<file path="src/core/mbrq_defs.svh">
// Purpose: Shared constants of the read-query handler
// Assumes: Byte-wide request and reply streams
// Notes: Definitions only
`ifndef MBRQ_DEFS_SVH
`define MBRQ_DEFS_SVH

`define MBRQ_FN_DISC 8'h02
`define MBRQ_FN_HOLD 8'h03
`define MBRQ_FN_INPUT 8'h04
`define MBRQ_EXC_FLAG 8'h80
`define MBRQ_EXC_ADDR 8'h02
`define MBRQ_EXC_VALUE 8'h03
`define MBRQ_DISC_FIRST 16'h02d8
`define MBRQ_DISC_LAST 16'h031f
`define MBRQ_DISC_BITS 72
`define MBRQ_MAX_REGS 16'h007d
`define MBRQ_REQ_LEN 4'h8
`define MBRQ_MIN_LEN 4'h4
`define MBRQ_HDR_LEN 8'h03
`define MBRQ_CRC_INIT 16'hffff
`define MBRQ_CRC_POLY 16'ha001

`endif

</file>
<file path="src/core/mbrq_pkg.sv">
// Purpose: Types of the read-query handler
// Assumes: Constants live in mbrq_defs.svh
// Notes: Nothing here is imported
package mbrq_pkg;

  typedef enum logic [1:0] {
    ST_IDLE,
    ST_EVAL,
    ST_SEND,
    ST_DONE
  } mbrq_state_t;

  typedef struct packed {
    logic [7:0] slave;
    logic [7:0] func;
    logic [15:0] start;
    logic [15:0] count;
  } mbrq_req_t;

  typedef struct packed {
    logic [15:0] invalid_addr;
    logic [15:0] illegal_reg;
    logic [15:0] bad_packet;
  } mbrq_cnt_t;

endpackage : mbrq_pkg

</file>
<file path="src/core/mbrq_crc16.sv">
// Purpose: Byte-serial CRC-16 accumulator
// Assumes: One byte per enabled cycle
// Notes: Residue over a frame plus its own CRC is zero
`timescale 1ns/10ps
`default_nettype none
`include "mbrq_defs.svh"

module mbrq_crc16 (
  // Clock and reset
  input wire logic ref_clk,
  input wire logic rst,
  input wire logic ce,
  // Control
  input wire logic clr,
  input wire logic en,
  input wire logic [7:0] data,
  // Result
  output logic [15:0] crc
);

  logic [15:0] crc_reg;
  logic [15:0] crc_next;

  function automatic logic [15:0] crc_byte(input logic [15:0] c, input logic [7:0] d);
    logic [15:0] r;
    r = c ^ {8'h00, d};
    for (int i = 0; i < 8; i++) begin
      r = r[0] ? ((r >> 1) ^ `MBRQ_CRC_POLY) : (r >> 1); // RULE_12
    end
    return r;
  endfunction : crc_byte

  assign crc_next = clr ? `MBRQ_CRC_INIT : (en ? crc_byte(crc_reg, data) : crc_reg);
  assign crc = crc_reg;

  always_ff @(posedge ref_clk) begin
    if (rst) begin
      crc_reg <= `MBRQ_CRC_INIT;
    end else if (ce) begin
      crc_reg <= crc_next;
    end
  end

endmodule : mbrq_crc16
`default_nettype wire

</file>
<file path="src/core/mbrq_handler.sv">
// Purpose: Slave handler for discrete-input and register read queries
// Assumes: Frame boundaries are marked by rx_end from the byte layer
// Notes: Replies leave through a valid/ready byte stream
// Contract
// [RULE_01] Bits 728 to 799 map onto status rows 91 to 99, eight a row, readable by 02h only.
// [RULE_02] Discrete read errors give 02h (address) or 03h (count, format) and bump a counter.
// [RULE_03] Function 03h returns words from the configurable map, up to 125 at once.
// [RULE_04] Function 04h returns words from the same map, up to 125 at once.
// [RULE_05] The master sends address, function, two-byte start, two-byte count and CRC.
// [RULE_06] A good reply is address, function, byte count n, n data bytes and CRC.
// [RULE_07] Holding reads answer 02h or 03h with the matching counter bumped.
// [RULE_08] Input reads answer 02h or 03h with the matching counter bumped.
// [RULE_09] A master using 4X references subtracts 40001 to get the wire address.
// [RULE_10] A master using 3X references subtracts 30001 to get the wire address.
// [RULE_11] The map is loaded by a configuration port and reads return its current contents.
// [RULE_12] CRC-16 uses polynomial a001h from ffffh, low byte first, and bad frames are dropped.
// [RULE_13] An exception reply is address, function with bit 7 set, code and CRC.
`timescale 1ns/10ps
`default_nettype none
`include "mbrq_defs.svh"

module mbrq_handler #(
  parameter int MAP_DEPTH = 128,
  parameter int NQ = 16
) (
  // Clock, reset, enable
  input wire logic ref_clk,
  input wire logic rst,
  input wire logic ce,
  // Station address
  input wire logic [7:0] slave_addr,
  // Request bytes
  input wire logic rx_valid,
  input wire logic [7:0] rx_data,
  input wire logic rx_end,
  // Reply bytes
  output logic tx_valid,
  output logic [7:0] tx_data,
  input wire logic tx_ready,
  // Map configuration
  input wire logic cfg_we,
  input wire logic [$clog2(MAP_DEPTH)-1:0] cfg_loc,
  input wire logic [$clog2(NQ)-1:0] cfg_qsel,
  // Live data
  input wire logic [NQ-1:0][15:0] qty_words,
  input wire logic [`MBRQ_DISC_BITS-1:0] elem_bits,
  // Status
  output logic busy,
  output mbrq_pkg::mbrq_cnt_t counters
);

  localparam int MW = $clog2(MAP_DEPTH);
  localparam int QW = $clog2(NQ);

  mbrq_pkg::mbrq_state_t state_reg, state_next;
  mbrq_pkg::mbrq_req_t req_reg;
  mbrq_pkg::mbrq_cnt_t cnt_reg;
  logic [7:0] rx_buf [0:7];
  logic [3:0] rx_cnt_reg;
  logic [QW-1:0] map_sel [0:MAP_DEPTH-1];
  logic [7:0] exc_reg;
  logic [7:0] nbytes_reg;
  logic [7:0] pos_reg;
  logic tx_valid_reg;
  logic [7:0] tx_data_reg;
  logic [15:0] crc;

  ////////////////////////////////////////////////////////////////////////////
  // Request decode

  wire [7:0] rq_slave = rx_buf[0];
  wire [7:0] rq_func = rx_buf[1];
  wire [15:0] rq_start = {rx_buf[2], rx_buf[3]}; // RULE_05
  wire [15:0] rq_count = {rx_buf[4], rx_buf[5]}; // RULE_05
  wire [16:0] rq_end = {1'b0, rq_start} + {1'b0, rq_count};
  wire crc_ok = (crc == 16'h0000) && (rx_cnt_reg >= `MBRQ_MIN_LEN); // RULE_12
  wire addr_ok = (rq_slave == slave_addr);
  wire is_disc = (rq_func == `MBRQ_FN_DISC);
  wire is_reg = (rq_func == `MBRQ_FN_HOLD) || (rq_func == `MBRQ_FN_INPUT); // RULE_03 RULE_04
  wire fmt_bad = (rx_cnt_reg != `MBRQ_REQ_LEN);
  wire disc_addr_bad = (rq_start < `MBRQ_DISC_FIRST) || (rq_start > `MBRQ_DISC_LAST); // RULE_01
  wire disc_cnt_bad = (rq_count == 16'h0000) ||
                      (rq_end > {1'b0, `MBRQ_DISC_LAST} + 17'h00001); // RULE_01
  wire reg_addr_bad = ({1'b0, rq_start} >= 17'(MAP_DEPTH));
  wire reg_cnt_bad = (rq_count == 16'h0000) || (rq_count > `MBRQ_MAX_REGS); // RULE_03 RULE_04
  wire reg_end_bad = (rq_end > 17'(MAP_DEPTH));
  wire reply = crc_ok && addr_ok && (is_disc || is_reg);

  // Exception code chosen for the request, zero when it is good
  wire [7:0] exc_pick =
    fmt_bad ? `MBRQ_EXC_VALUE :
    is_disc ? (disc_addr_bad ? `MBRQ_EXC_ADDR : (disc_cnt_bad ? `MBRQ_EXC_VALUE : 8'h00)) :
    reg_addr_bad ? `MBRQ_EXC_ADDR :
    reg_cnt_bad ? `MBRQ_EXC_VALUE :
    reg_end_bad ? `MBRQ_EXC_ADDR : 8'h00; // RULE_02 RULE_07 RULE_08

  // Bytes of data: one per eight bits, two per register
  wire [15:0] bits_up = rq_count + 16'h0007;
  wire [7:0] nbytes_pick = is_disc ? bits_up[10:3] : {rq_count[6:0], 1'b0}; // RULE_06

  ////////////////////////////////////////////////////////////////////////////
  // Reply byte source

  function automatic logic [7:0] disc_byte(input logic [15:0] start, input logic [15:0] count,
                                           input logic [7:0] k,
                                           input logic [`MBRQ_DISC_BITS-1:0] bits);
    logic [7:0] b;
    logic [15:0] idx;
    b = 8'h00;
    idx = 16'h0000;
    for (int j = 0; j < 8; j++) begin
      idx = {5'h00, k, 3'(j)};
      if (idx < count) begin
        b[j] = bits[7'(start - `MBRQ_DISC_FIRST + idx)]; // RULE_01
      end
    end
    return b;
  endfunction : disc_byte

  wire [7:0] body_len = exc_reg != 8'h00 ? `MBRQ_HDR_LEN : `MBRQ_HDR_LEN + nbytes_reg;
  wire [7:0] data_k = pos_reg - `MBRQ_HDR_LEN;
  wire [15:0] word_idx = req_reg.start + {9'h000, data_k[7:1]};
  wire [15:0] word_val = qty_words[map_sel[word_idx[MW-1:0]]]; // RULE_11
  wire [7:0] reg_byte = data_k[0] ? word_val[7:0] : word_val[15:8];
  wire [7:0] data_byte = (req_reg.func == `MBRQ_FN_DISC) ?
                         disc_byte(req_reg.start, req_reg.count, data_k, elem_bits) : reg_byte;
  wire [7:0] fn_byte = (exc_reg != 8'h00) ?
                       (req_reg.func | `MBRQ_EXC_FLAG) : req_reg.func; // RULE_13
  wire [7:0] len_byte = (exc_reg != 8'h00) ? exc_reg : nbytes_reg; // RULE_06 RULE_13
  wire [7:0] pay_byte = (pos_reg == 8'h00) ? req_reg.slave :
                        (pos_reg == 8'h01) ? fn_byte :
                        (pos_reg == 8'h02) ? len_byte : data_byte;
  wire [7:0] out_byte = (pos_reg < body_len) ? pay_byte :
                        (pos_reg == body_len) ? crc[7:0] : crc[15:8]; // RULE_12
  wire slot_free = !tx_valid_reg || tx_ready;
  wire tx_load = (state_reg == mbrq_pkg::ST_SEND) && slot_free && (pos_reg <= body_len + 8'h01);
  wire tx_over = (state_reg == mbrq_pkg::ST_SEND) && slot_free && (pos_reg > body_len + 8'h01);
  wire rx_take = (state_reg == mbrq_pkg::ST_IDLE) && rx_valid;

  ////////////////////////////////////////////////////////////////////////////
  // CRC shared by receive and transmit

  wire crc_clr = (state_reg == mbrq_pkg::ST_EVAL) || (state_reg == mbrq_pkg::ST_DONE);
  wire crc_en = rx_take || (tx_load && (pos_reg < body_len));
  wire [7:0] crc_din = rx_take ? rx_data : pay_byte;

  mbrq_crc16 u_crc (
    .ref_clk(ref_clk),
    .rst(rst),
    .ce(ce),
    .clr(crc_clr),
    .en(crc_en),
    .data(crc_din),
    .crc(crc)
  );

  ////////////////////////////////////////////////////////////////////////////
  // Sequencing

  always_comb begin
    state_next = state_reg;
    case (state_reg)
      mbrq_pkg::ST_IDLE: begin
        if (rx_end) begin
          state_next = mbrq_pkg::ST_EVAL;
        end
      end
      mbrq_pkg::ST_EVAL: begin
        state_next = reply ? mbrq_pkg::ST_SEND : mbrq_pkg::ST_IDLE; // RULE_12
      end
      mbrq_pkg::ST_SEND: begin
        if (tx_over) begin
          state_next = mbrq_pkg::ST_DONE;
        end
      end
      mbrq_pkg::ST_DONE: begin
        state_next = mbrq_pkg::ST_IDLE;
      end
      default: begin
        state_next = mbrq_pkg::ST_IDLE;
      end
    endcase
  end

  always_ff @(posedge ref_clk) begin
    if (rst) begin
      state_reg <= mbrq_pkg::ST_IDLE;
      rx_cnt_reg <= 4'h0;
    end else if (ce) begin
      state_reg <= state_next;
      if (state_reg == mbrq_pkg::ST_EVAL) begin
        rx_cnt_reg <= 4'h0;
      end else if (rx_take && rx_cnt_reg != 4'hf) begin
        rx_cnt_reg <= rx_cnt_reg + 4'h1;
      end
    end
  end

  always_ff @(posedge ref_clk) begin
    if (rst) begin
      for (int i = 0; i < 8; i++) begin
        rx_buf[i] <= 8'h00;
      end
    end else if (ce && rx_take && rx_cnt_reg < `MBRQ_REQ_LEN) begin
      rx_buf[rx_cnt_reg[2:0]] <= rx_data;
    end
  end

  always_ff @(posedge ref_clk) begin
    if (rst) begin
      req_reg <= '0;
      exc_reg <= 8'h00;
      nbytes_reg <= 8'h00;
      cnt_reg <= '0;
    end else if (ce && state_reg == mbrq_pkg::ST_EVAL && reply) begin
      req_reg <= {rq_slave, rq_func, rq_start, rq_count};
      exc_reg <= exc_pick;
      nbytes_reg <= nbytes_pick;
      if (fmt_bad) begin
        cnt_reg.bad_packet <= cnt_reg.bad_packet + 16'h0001; // RULE_02 RULE_07 RULE_08
      end else if (exc_pick == `MBRQ_EXC_ADDR) begin
        cnt_reg.invalid_addr <= cnt_reg.invalid_addr + 16'h0001; // RULE_02 RULE_07 RULE_08
      end else if (exc_pick == `MBRQ_EXC_VALUE) begin
        cnt_reg.illegal_reg <= cnt_reg.illegal_reg + 16'h0001; // RULE_02 RULE_07 RULE_08
      end
    end
  end

  always_ff @(posedge ref_clk) begin
    if (rst) begin
      pos_reg <= 8'h00;
      tx_valid_reg <= 1'b0;
      tx_data_reg <= 8'h00;
    end else if (ce) begin
      if (state_reg == mbrq_pkg::ST_EVAL) begin
        pos_reg <= 8'h00;
      end else if (tx_load) begin
        pos_reg <= pos_reg + 8'h01;
        tx_data_reg <= out_byte; // RULE_06
      end
      if (tx_load) begin
        tx_valid_reg <= 1'b1;
      end else if (tx_ready) begin
        tx_valid_reg <= 1'b0;
      end
    end
  end

  always_ff @(posedge ref_clk) begin
    if (rst) begin
      for (int i = 0; i < MAP_DEPTH; i++) begin
        map_sel[i] <= '0;
      end
    end else if (ce && cfg_we) begin
      map_sel[cfg_loc] <= cfg_qsel; // RULE_11
    end
  end

  assign tx_valid = tx_valid_reg;
  assign tx_data = tx_data_reg;
  assign busy = (state_reg != mbrq_pkg::ST_IDLE);
  assign counters = cnt_reg;

endmodule : mbrq_handler
`default_nettype wire

</file>
<file path="config.mk">
export PLATFORM = sky130hd
export DESIGN_NAME = mbrq_handler
export DESIGN_NICKNAME = d
export VERILOG_FILES = /design/src/core/mbrq_pkg.sv /design/src/core/mbrq_crc16.sv /design/src/core/mbrq_handler.sv
export VERILOG_INCLUDE_DIRS = /design/src /design/src/core
export SDC_FILE = /design/constraint.sdc
export NUM_CORES = 2
export LEC_CHECK = 0
export BUFFER_PORTS_ARGS = -buffer_cell sky130_fd_sc_hd__buf_2
export CORE_MARGIN = 2
export CORE_UTILIZATION = 50
export CTS_CLUSTER_DIAMETER = 120
export DETAILED_ROUTE_END_ITERATION = 12
export PLACE_DENSITY = 0.69
export SYNTH_ARGS = -nofsm -noshare
export SYNTH_HDL_FRONTEND = slang
export SYNTH_SLANG_ARGS = --single-unit
</file>
<file path="constraint.sdc">
create_clock -name ref_clk -period 13.3 [get_ports ref_clk]
set_input_delay 0.665 -clock ref_clk [delete_from_list [all_inputs] [get_ports ref_clk]]
set_output_delay 0.665 -clock ref_clk [all_outputs]
set_load 0.01 [all_outputs]
</file>
# Word-level counts from Yosys, hierarchy flattened
# Memory sizes are Yosys's and may differ from the RTL's.
# Cells that the tools add are included.
# Widths: inputs -> output; s select.
[classes] bitwise_logic=12 n_eq_ne=17 addsub=20 n_reduce_logical=44 order_cmp=28 mux=79
[op_table] cell="$mux 16" n=11
[op_table] cell="$lt 11x16->1" n=8
[op_table] cell="$mux 8" n=15
[op_table] cell="$bmux 16 s4" n=1
[op_table] cell="$lt 7x8->1 const B" n=8
[op_table] cell="$add 7x7->7" n=9
[op_table] cell="$bmux 1 s7" n=8
[op_table] cell="$add 16x1->16 const B" n=3
[op_table] cell="$eq 8x2->1 const B" n=4
[op_table] cell="$logic_not 16->1" n=2
[op_table] cell="$mux 1" n=28
[op_table] cell="$not 2->3" n=8
[op_table] cell="$mux 2" n=10
[op_table] cell="$add 16x16->17" n=1
[op_table] cell="$gt 17x10->1 const B" n=1
[op_table] cell="$gt 17x8->1 const B" n=1
[op_table] cell="$add 8x1->8 const B" n=2
[op_table] cell="$eq 8x8->1" n=2
[op_table] cell="$ge 16x8->1 const B" n=1
[op_table] cell="$gt 16x10->1 const B" n=1
[op_table] cell="$gt 16x7->1 const B" n=1
[op_table] cell="$lt 16x10->1 const B" n=1
[op_table] cell="$xor 16x8->16" n=1
[op_table] cell="$logic_and 1x1->1" n=14
[op_table] cell="other kinds (33)" n=59
[word_totals] ff_bits=142 ram_bits=576 mem_count=2 in_bits=362
[mem_list] memory="map_sel" words=128 width=4 read_ports=1 rd_ports_with_merged_regs=0 write_ports=128 line_no="mbrq_handler.sv:60" rtl="logic [QW-1:0] map_sel [0:MAP_DEPTH-1];"
[mem_list] memory="rx_buf" words=8 width=8 read_ports=6 rd_ports_with_merged_regs=0 write_ports=8 line_no="mbrq_handler.sv:58" rtl="logic [7:0] rx_buf [0:7];"

# Longest topological paths before layout
# An unclocked memory read counts as a cell.
[logic_depth] word_depth=30 ltp_mapped=29

# Cells and area by module
# A second synthesis with hierarchy kept.
[hier_totals] hier_cells=3694 area_unflattened_um2=41845.1
[modules_own_cells] mod="mbrq_handler" area_per_inst_um2=41036.9 cells_per_inst=3611 instances=1
[modules_own_cells] mod="mbrq_crc16" area_per_inst_um2=808.3 cells_per_inst=83 instances=1

# Least setup slack after synthesis
# No wires, ideal clock.
[synth_path] path_type="reg-to-reg" start="register pos_reg[0]" end="register u_crc.crc_reg[15], in the netlist u_crc.crc[15]" arrival_ps=6852 path_buffers=7 setup_ps=122 stages_incl_launch_ff=27 period_less_slack_ps=6973 path_slack_ps=6327 required_ps=13178 cell_sequence="dfxtp_1 -> clkbuf_1 -> inv_1 -> buf_1 -> ha_1 -> ha_1 -> fa_1 -> buf_6 -> buf_6 -> buf_8 -> buf_6 -> mux4_2 -> mux2i_1 -> mux2i_1 -> mux2_2 -> o211ai_2 -> nand2_2 -> buf_4 -> mux2_1 -> o2111ai_1 -> o21ai_2 -> a2111oi_2 -> a211oi_4 -> xor3_1 -> xnor3_1 -> or2_1 -> o311a_1"
[synth_between] elab_chain_len=23 word_cells_on_any_way=79
[synth_rtl] element="from (decl)" line_no="mbrq_handler.sv:63" rtl="logic [7:0] pos_reg;"
[synth_rtl] element="from (signal assigned)" line_no="mbrq_handler.sv:238" rtl="pos_reg <= pos_reg + 8'h01;"
[synth_rtl] element="$sub 8x2->8 (no line)"
[synth_rtl] element="$add 7x7->7" line_no="mbrq_handler.sv:122" rtl="wire [15:0] word_idx = req_reg.start + {9'h000, data_k[7:1]};"
[synth_rtl] element="$mem_v2 128x4"
[synth_rtl] element="$bmux 16 s4" line_no="mbrq_handler.sv:123" rtl="wire [15:0] word_val = qty_words[map_sel[word_idx[MW-1:0]]];"
[synth_rtl] element="$mux 16 (not written as such)" line_no="mbrq_handler.sv:123"
[synth_rtl] element="$mux 8" line_no="mbrq_handler.sv:124" rtl="wire [7:0] reg_byte = data_k[0] ? word_val[7:0] : word_val[15:8];"
[synth_rtl] element="$mux 8" line_no="mbrq_handler.sv:125" rtl="wire [7:0] data_byte = (req_reg.func == `MBRQ_FN_DISC) ?"
[synth_rtl] element="$mux 8" line_no="mbrq_handler.sv:132" rtl="(pos_reg == 8'h02) ? len_byte : data_byte;"
[synth_rtl] element="$mux 8" line_no="mbrq_handler.sv:131" rtl="(pos_reg == 8'h01) ? fn_byte :"
[synth_rtl] element="$mux 8" line_no="mbrq_handler.sv:130" rtl="wire [7:0] pay_byte = (pos_reg == 8'h00) ? req_reg.slave :"
[synth_rtl] element="$mux 8" line_no="mbrq_handler.sv:145" rtl="wire [7:0] crc_din = rx_take ? rx_data : pay_byte;"
[synth_rtl] element="$xor 16x8->16" line_no="mbrq_crc16.sv:26" rtl="r = c ^ {8'h00, d};"
[synth_rtl] element="$mux 16 or $not 2->3 (tied branches) (6 in a row)"
[synth_rtl] element="$not 2->3 (no line) or $mux 16 (tied branches)"
[synth_rtl] element="$mux 16 (2 in a row)" line_no="mbrq_crc16.sv:28" rtl="r = r[0] ? ((r >> 1) ^ `MBRQ_CRC_POLY) : (r >> 1);"
[synth_rtl] element="$mux 16 (2 in a row)" line_no="mbrq_crc16.sv:33" rtl="assign crc_next = clr ? `MBRQ_CRC_INIT : (en ? crc_byte(crc_reg, data) : crc_reg);"
[synth_rtl] element="to (signal assigned)" line_no="mbrq_crc16.sv:38" rtl="crc_reg <= `MBRQ_CRC_INIT;"
[synth_rtl] element="to (signal assigned)" line_no="mbrq_crc16.sv:40" rtl="crc_reg <= crc_next;"
[synth_rtl] element="to (decl)" line_no="mbrq_crc16.sv:21" rtl="logic [15:0] crc_reg;"
# Parallel ways exist; a longest one is shown, timed or not. The select of a mux whose other input is x is not followed.
# A chain may end at the register's enable or synchronous reset.

# Worst setup path after layout
# Ends and elaborated chain as after synthesis.

==> results.md <==
Run status:
- The flow ran to the end, and the final reports show no timing, DRC or antenna violations.

Clock network:
- In this run the clock root is driven by a clkbuf_16.
- The number of gates resized after CTS was 0.
- In this run, post-CTS hold repair placed 0 buffers.
- The number of setup buffers added after CTS is 0.
- The later pin in the worst-skew pair is clocked with a latency of 0.63 ns.
- The H-tree was split into 3 levels.
- The number of clock buffers inserted by TritonCTS is 76.
- The maximum root-to-sink buffer count is 3.
- Clock-pin slew was measured on the worst setup and hold paths at 0.07 ns.
- TritonCTS built the clock tree.
- The clock sink count is 696.

Final layout:
- The post-synthesis to final-layout area growth is 11.7%.
- In the final layout, the share of cells above drive strength 1 is 22.5%.
- Once layout is done, the placed cells without fillers occupy 0.0470 mm^2.
- The net total in the final layout is 4394.
- The register bank with the most flops is map_sel.
- The register with the most flip-flops in the layout has 512 of them.
- The layout has 6990 filler cells.

Synthesis:
- The portion of the post-synthesis area used by sequential elements is 46.4%.
- The count of flip-flops with a built-in enable after synthesis is 560.
- Synthesis produced a netlist whose cell count is 3776.
- The number of distinct library cells after synthesis is 88.
- Of the post-synthesis cell area, the dominant cell type holds 39.9%.
- By area the synthesized netlist is led by edfxtp_1 (40%), mux4_2 (13%), and3_1 (8.1%), dfxtp_1 (6.5%), nand3_1 (3.0%).
- The synthesized area divided by synthesized cell count is 11.1 um^2.
- The mapped cell area is 0.0421 mm^2.
- Yosys instantiated no cell more often than edfxtp_1.
- The share of synthesized flip-flops with an asynchronous set or reset is 0%.
- In the synthesized netlist the dominant register cell turns out to be edfxtp_1.
- The top cell type by total area after synthesis is edfxtp_1.
- The warning count from the yosys run is 0.
- The number of synthesized register bits is 696.
- Synthesis produced a netlist with a net count of 4214.
- By count the netlist is led by edfxtp_1 (560), and3_1 (548), clkbuf_1 (307), nand3_1 (249), mux4_2 (245).

Setup path:
- The worst register-to-register path begins at pos_reg[0].
- Of all nets on the critical path, the largest fanout is 87.
- The worst setup path is captured at a register.
- The required time of the critical path is 13.82 ns.
- The worst setup path is of the register to register kind.
- The most critical setup path has its startpoint at pos_reg[0].
- The data arrival time at the worst-slack endpoint is 10.17 ns.
- The kind of start point of the critical path is a register.

Global route:
- The number of global-route vias before repair is 31.9k.
- The number of antenna violations at the first check in global routing was 17.
- Entering global routing, the biggest net connects 126 pins.
- The aggregate global routing overflow is 0.
- The first-pass GRT wire length is 200 mm.
- The overall fraction of global-route tracks in use is 30.3%.

Timing:
- The worst path in the final design needs a cycle of 9.65 ns, including I/O delays and setup.
- The count of final hold-check violations is 0.
- Setup total negative slack on the finished layout was measured at 0 ns.
- The count of final setup violators is 0.
- The worst clock skew on the final layout is 0.0389 ns.
- After layout, the worst path uses 72.5% of the clock period.
- Static timing analysis puts the maximum clock frequency at 0.104 GHz.
- In this run the tightest slew margin relative to its limit is 20.5%.
- The max-slew violation count is 0.
- Setup repair after global routing left no endpoint under its margin.
- At the pin with the least slew margin, the transition time is 1.18 ns.

Route:
- Before antenna repair, the detailed router went through 6 iterations.
- The antenna violation net count after detailed routing is 0.
- The vias after detailed routing is 33.3k.
- Wires add up to 133 mm.
- For this block, the initial DRC count from the detailed router was 3694.
- Using the TritonRoute via totals, the vias-per-cell ratio works out to 6.53.
- After detailed routing, the average wire length per cell comes to 26.0 um.
- The number of design rule violations left after detail routing is 0.

Floorplan:
- The total area inside the core boundary comes to 0.0836 mm^2.
- The total number of placement rows is 106.
- The die area is 0.0865 mm^2.
- The die outline height is 294 um.
- Measured along the x axis, the die boundary spans 294 um.
- 420 I/O pins were placed.
- The starting density of the core is 50.4%.

Placed design:
- The total of buffers placed on input and output ports is 419.
- The global placement routability congestion is 1.04.
- The post-detailed-placement half-perimeter wirelength is 88.6 mm.
- Once placement finished, the instance area stood at 0.0447 mm^2.

Hold path:
- The source of the worst hold timing path is tx_ready.
- The min-delay analysis places its worst path in the category input pin to register.

Flow run:
- The number of max-cap violations is 0.

Power and ir drop:
- The power density over the cells is 105 mW/mm^2.
- The worst-case IR drop observed on VDD is 0.0984 mV.
- Summed over all cells, the static leakage comes to 19.4 nW.
cell usage in the layout (no fill, tap or decap), drive strengths merged, types with 19 or more instances in the layout:
cell type  synthesis  layout
nand2            221     221
nand3            249     249
and2              65      65
or3               19      19
dfxtp            136     136
o21ai            171     171
ha                72      72
mux2              21      21
mux2i             79      79
inv               58      60
clkinv             0      26
nand4             41      41
xnor2             61      61
nor2             136     136
nand2b            33      33
mux4             245     245
edfxtp           560     560
buf               72     481
a21o             149     149
or4               19      19
a211oi            24      24
nor3              47      47
xor2              52      52
clkbuf           307     103
a21oi            154     154
and3             548     548
nor4              28      28
final timing paths:
check / end / slack, ns / depth (start not counted)
setup / recovery: u_crc.crc[15] / 3.65 / 21
hold / removal: tx_valid / 0.33 / 4
setup reg to reg: u_crc.crc[15] / 3.65 / 21
hold reg to reg: req_reg[12] / 0.45 / 2
stage by stage:
| stage | util (%) | setup slack (ns) | instances | hold WS, ns | total power, mW |
|---|---|---|---|---|---|
| after floorplan | - | 6.33 | 3776 | 0.426 | 2.77 |
| after global placement | 53.5 | 4.27 | 4958 | 0.437 | 2.96 |
| after detailed placement | 53.5 | 4.04 | 4958 | 0.443 | 2.97 |
| after CTS | 56.2 | 4.06 | 5092 | 0.310 | 4.96 |
| after global routing | 56.3 | 3.38 | 5103 | 0.389 | 5.09 |
| final | 56.3 | 3.65 | 5110 | 0.328 | 4.95 |
per-layer routing:
| metal | vias to the layer above | global-route usage, % | wire length [um] | part of all wire [%] |
|---|---|---|---|---|
| met5 | - | 0 | 27 | 0.020 |
| met4 | 4 | 15.5 | 7190 | 5.4 |
| met3 | 410 | 6.19 | 11900 | 9.0 |
| met2 | 1819 | 49.5 | 63600 | 48 |
| met1 | 16300 | 38.5 | 50200 | 38 |
| li1 | 14800 | - | - | - |
power by group:
| part | internal (mW) | switching [mW] | total [mW] |
|---|---|---|---|
| registers | 2.44 | 0.0422 | 2.48 |
| logic | 0.182 | 0.276 | 0.459 |
| clock network | 1.14 | 0.866 | 2.01 |
cell type report:
cell class / count / area, um^2 / area share, %
Sequential cell: 696 / 19500 / 41.6
Clock inverter: 31 / 269 / 0.572
Multi-Input combinational cell: 2643 / 21000 / 44.6
Inverter: 58 / 218 / 0.463
Timing Repair Buffer: 481 / 2590 / 5.51
Antenna cell: 18 / 45.0 / 0.0958
Clock buffer: 103 / 2050 / 4.37
Tap cell: 1080 / 1350 / 2.87
cells by family after synthesis:
kind of cell	Yosys count	share of synthesized area [%]
buffers and inverters	437	4.25
AO/OA/AOI/OAI	643	9.84
XOR/XNOR	118	2.68
AND/OR/NAND/NOR	1461	18.9
multiplexers	345	15.5
flip-flops	696	46.4
adder cells (fa/ha/maj)	76	2.33
worst max-delay path: stages (launching register included):
cell	delay [ns]
dfxtp_1	0.72
inv_1	0.60
ha_1	0.59
ha_4	0.22
fa_4	0.49
and3_1	0.20
o21ai_1	0.81
nand2_1	0.83
a311oi_1	0.50
a311o_1	0.30
o211a_2	0.22
buf_4	0.61
nor2_1	0.50
nand2_1	0.18
a32o_1	0.18
a2111oi_0	0.07
o41ai_1	0.98
o21ai_1	0.27
xor3_1	0.29
xnor3_1	0.45
or2_1	0.26
o311a_1	0.12
Power figures use the tool's default switching activity.
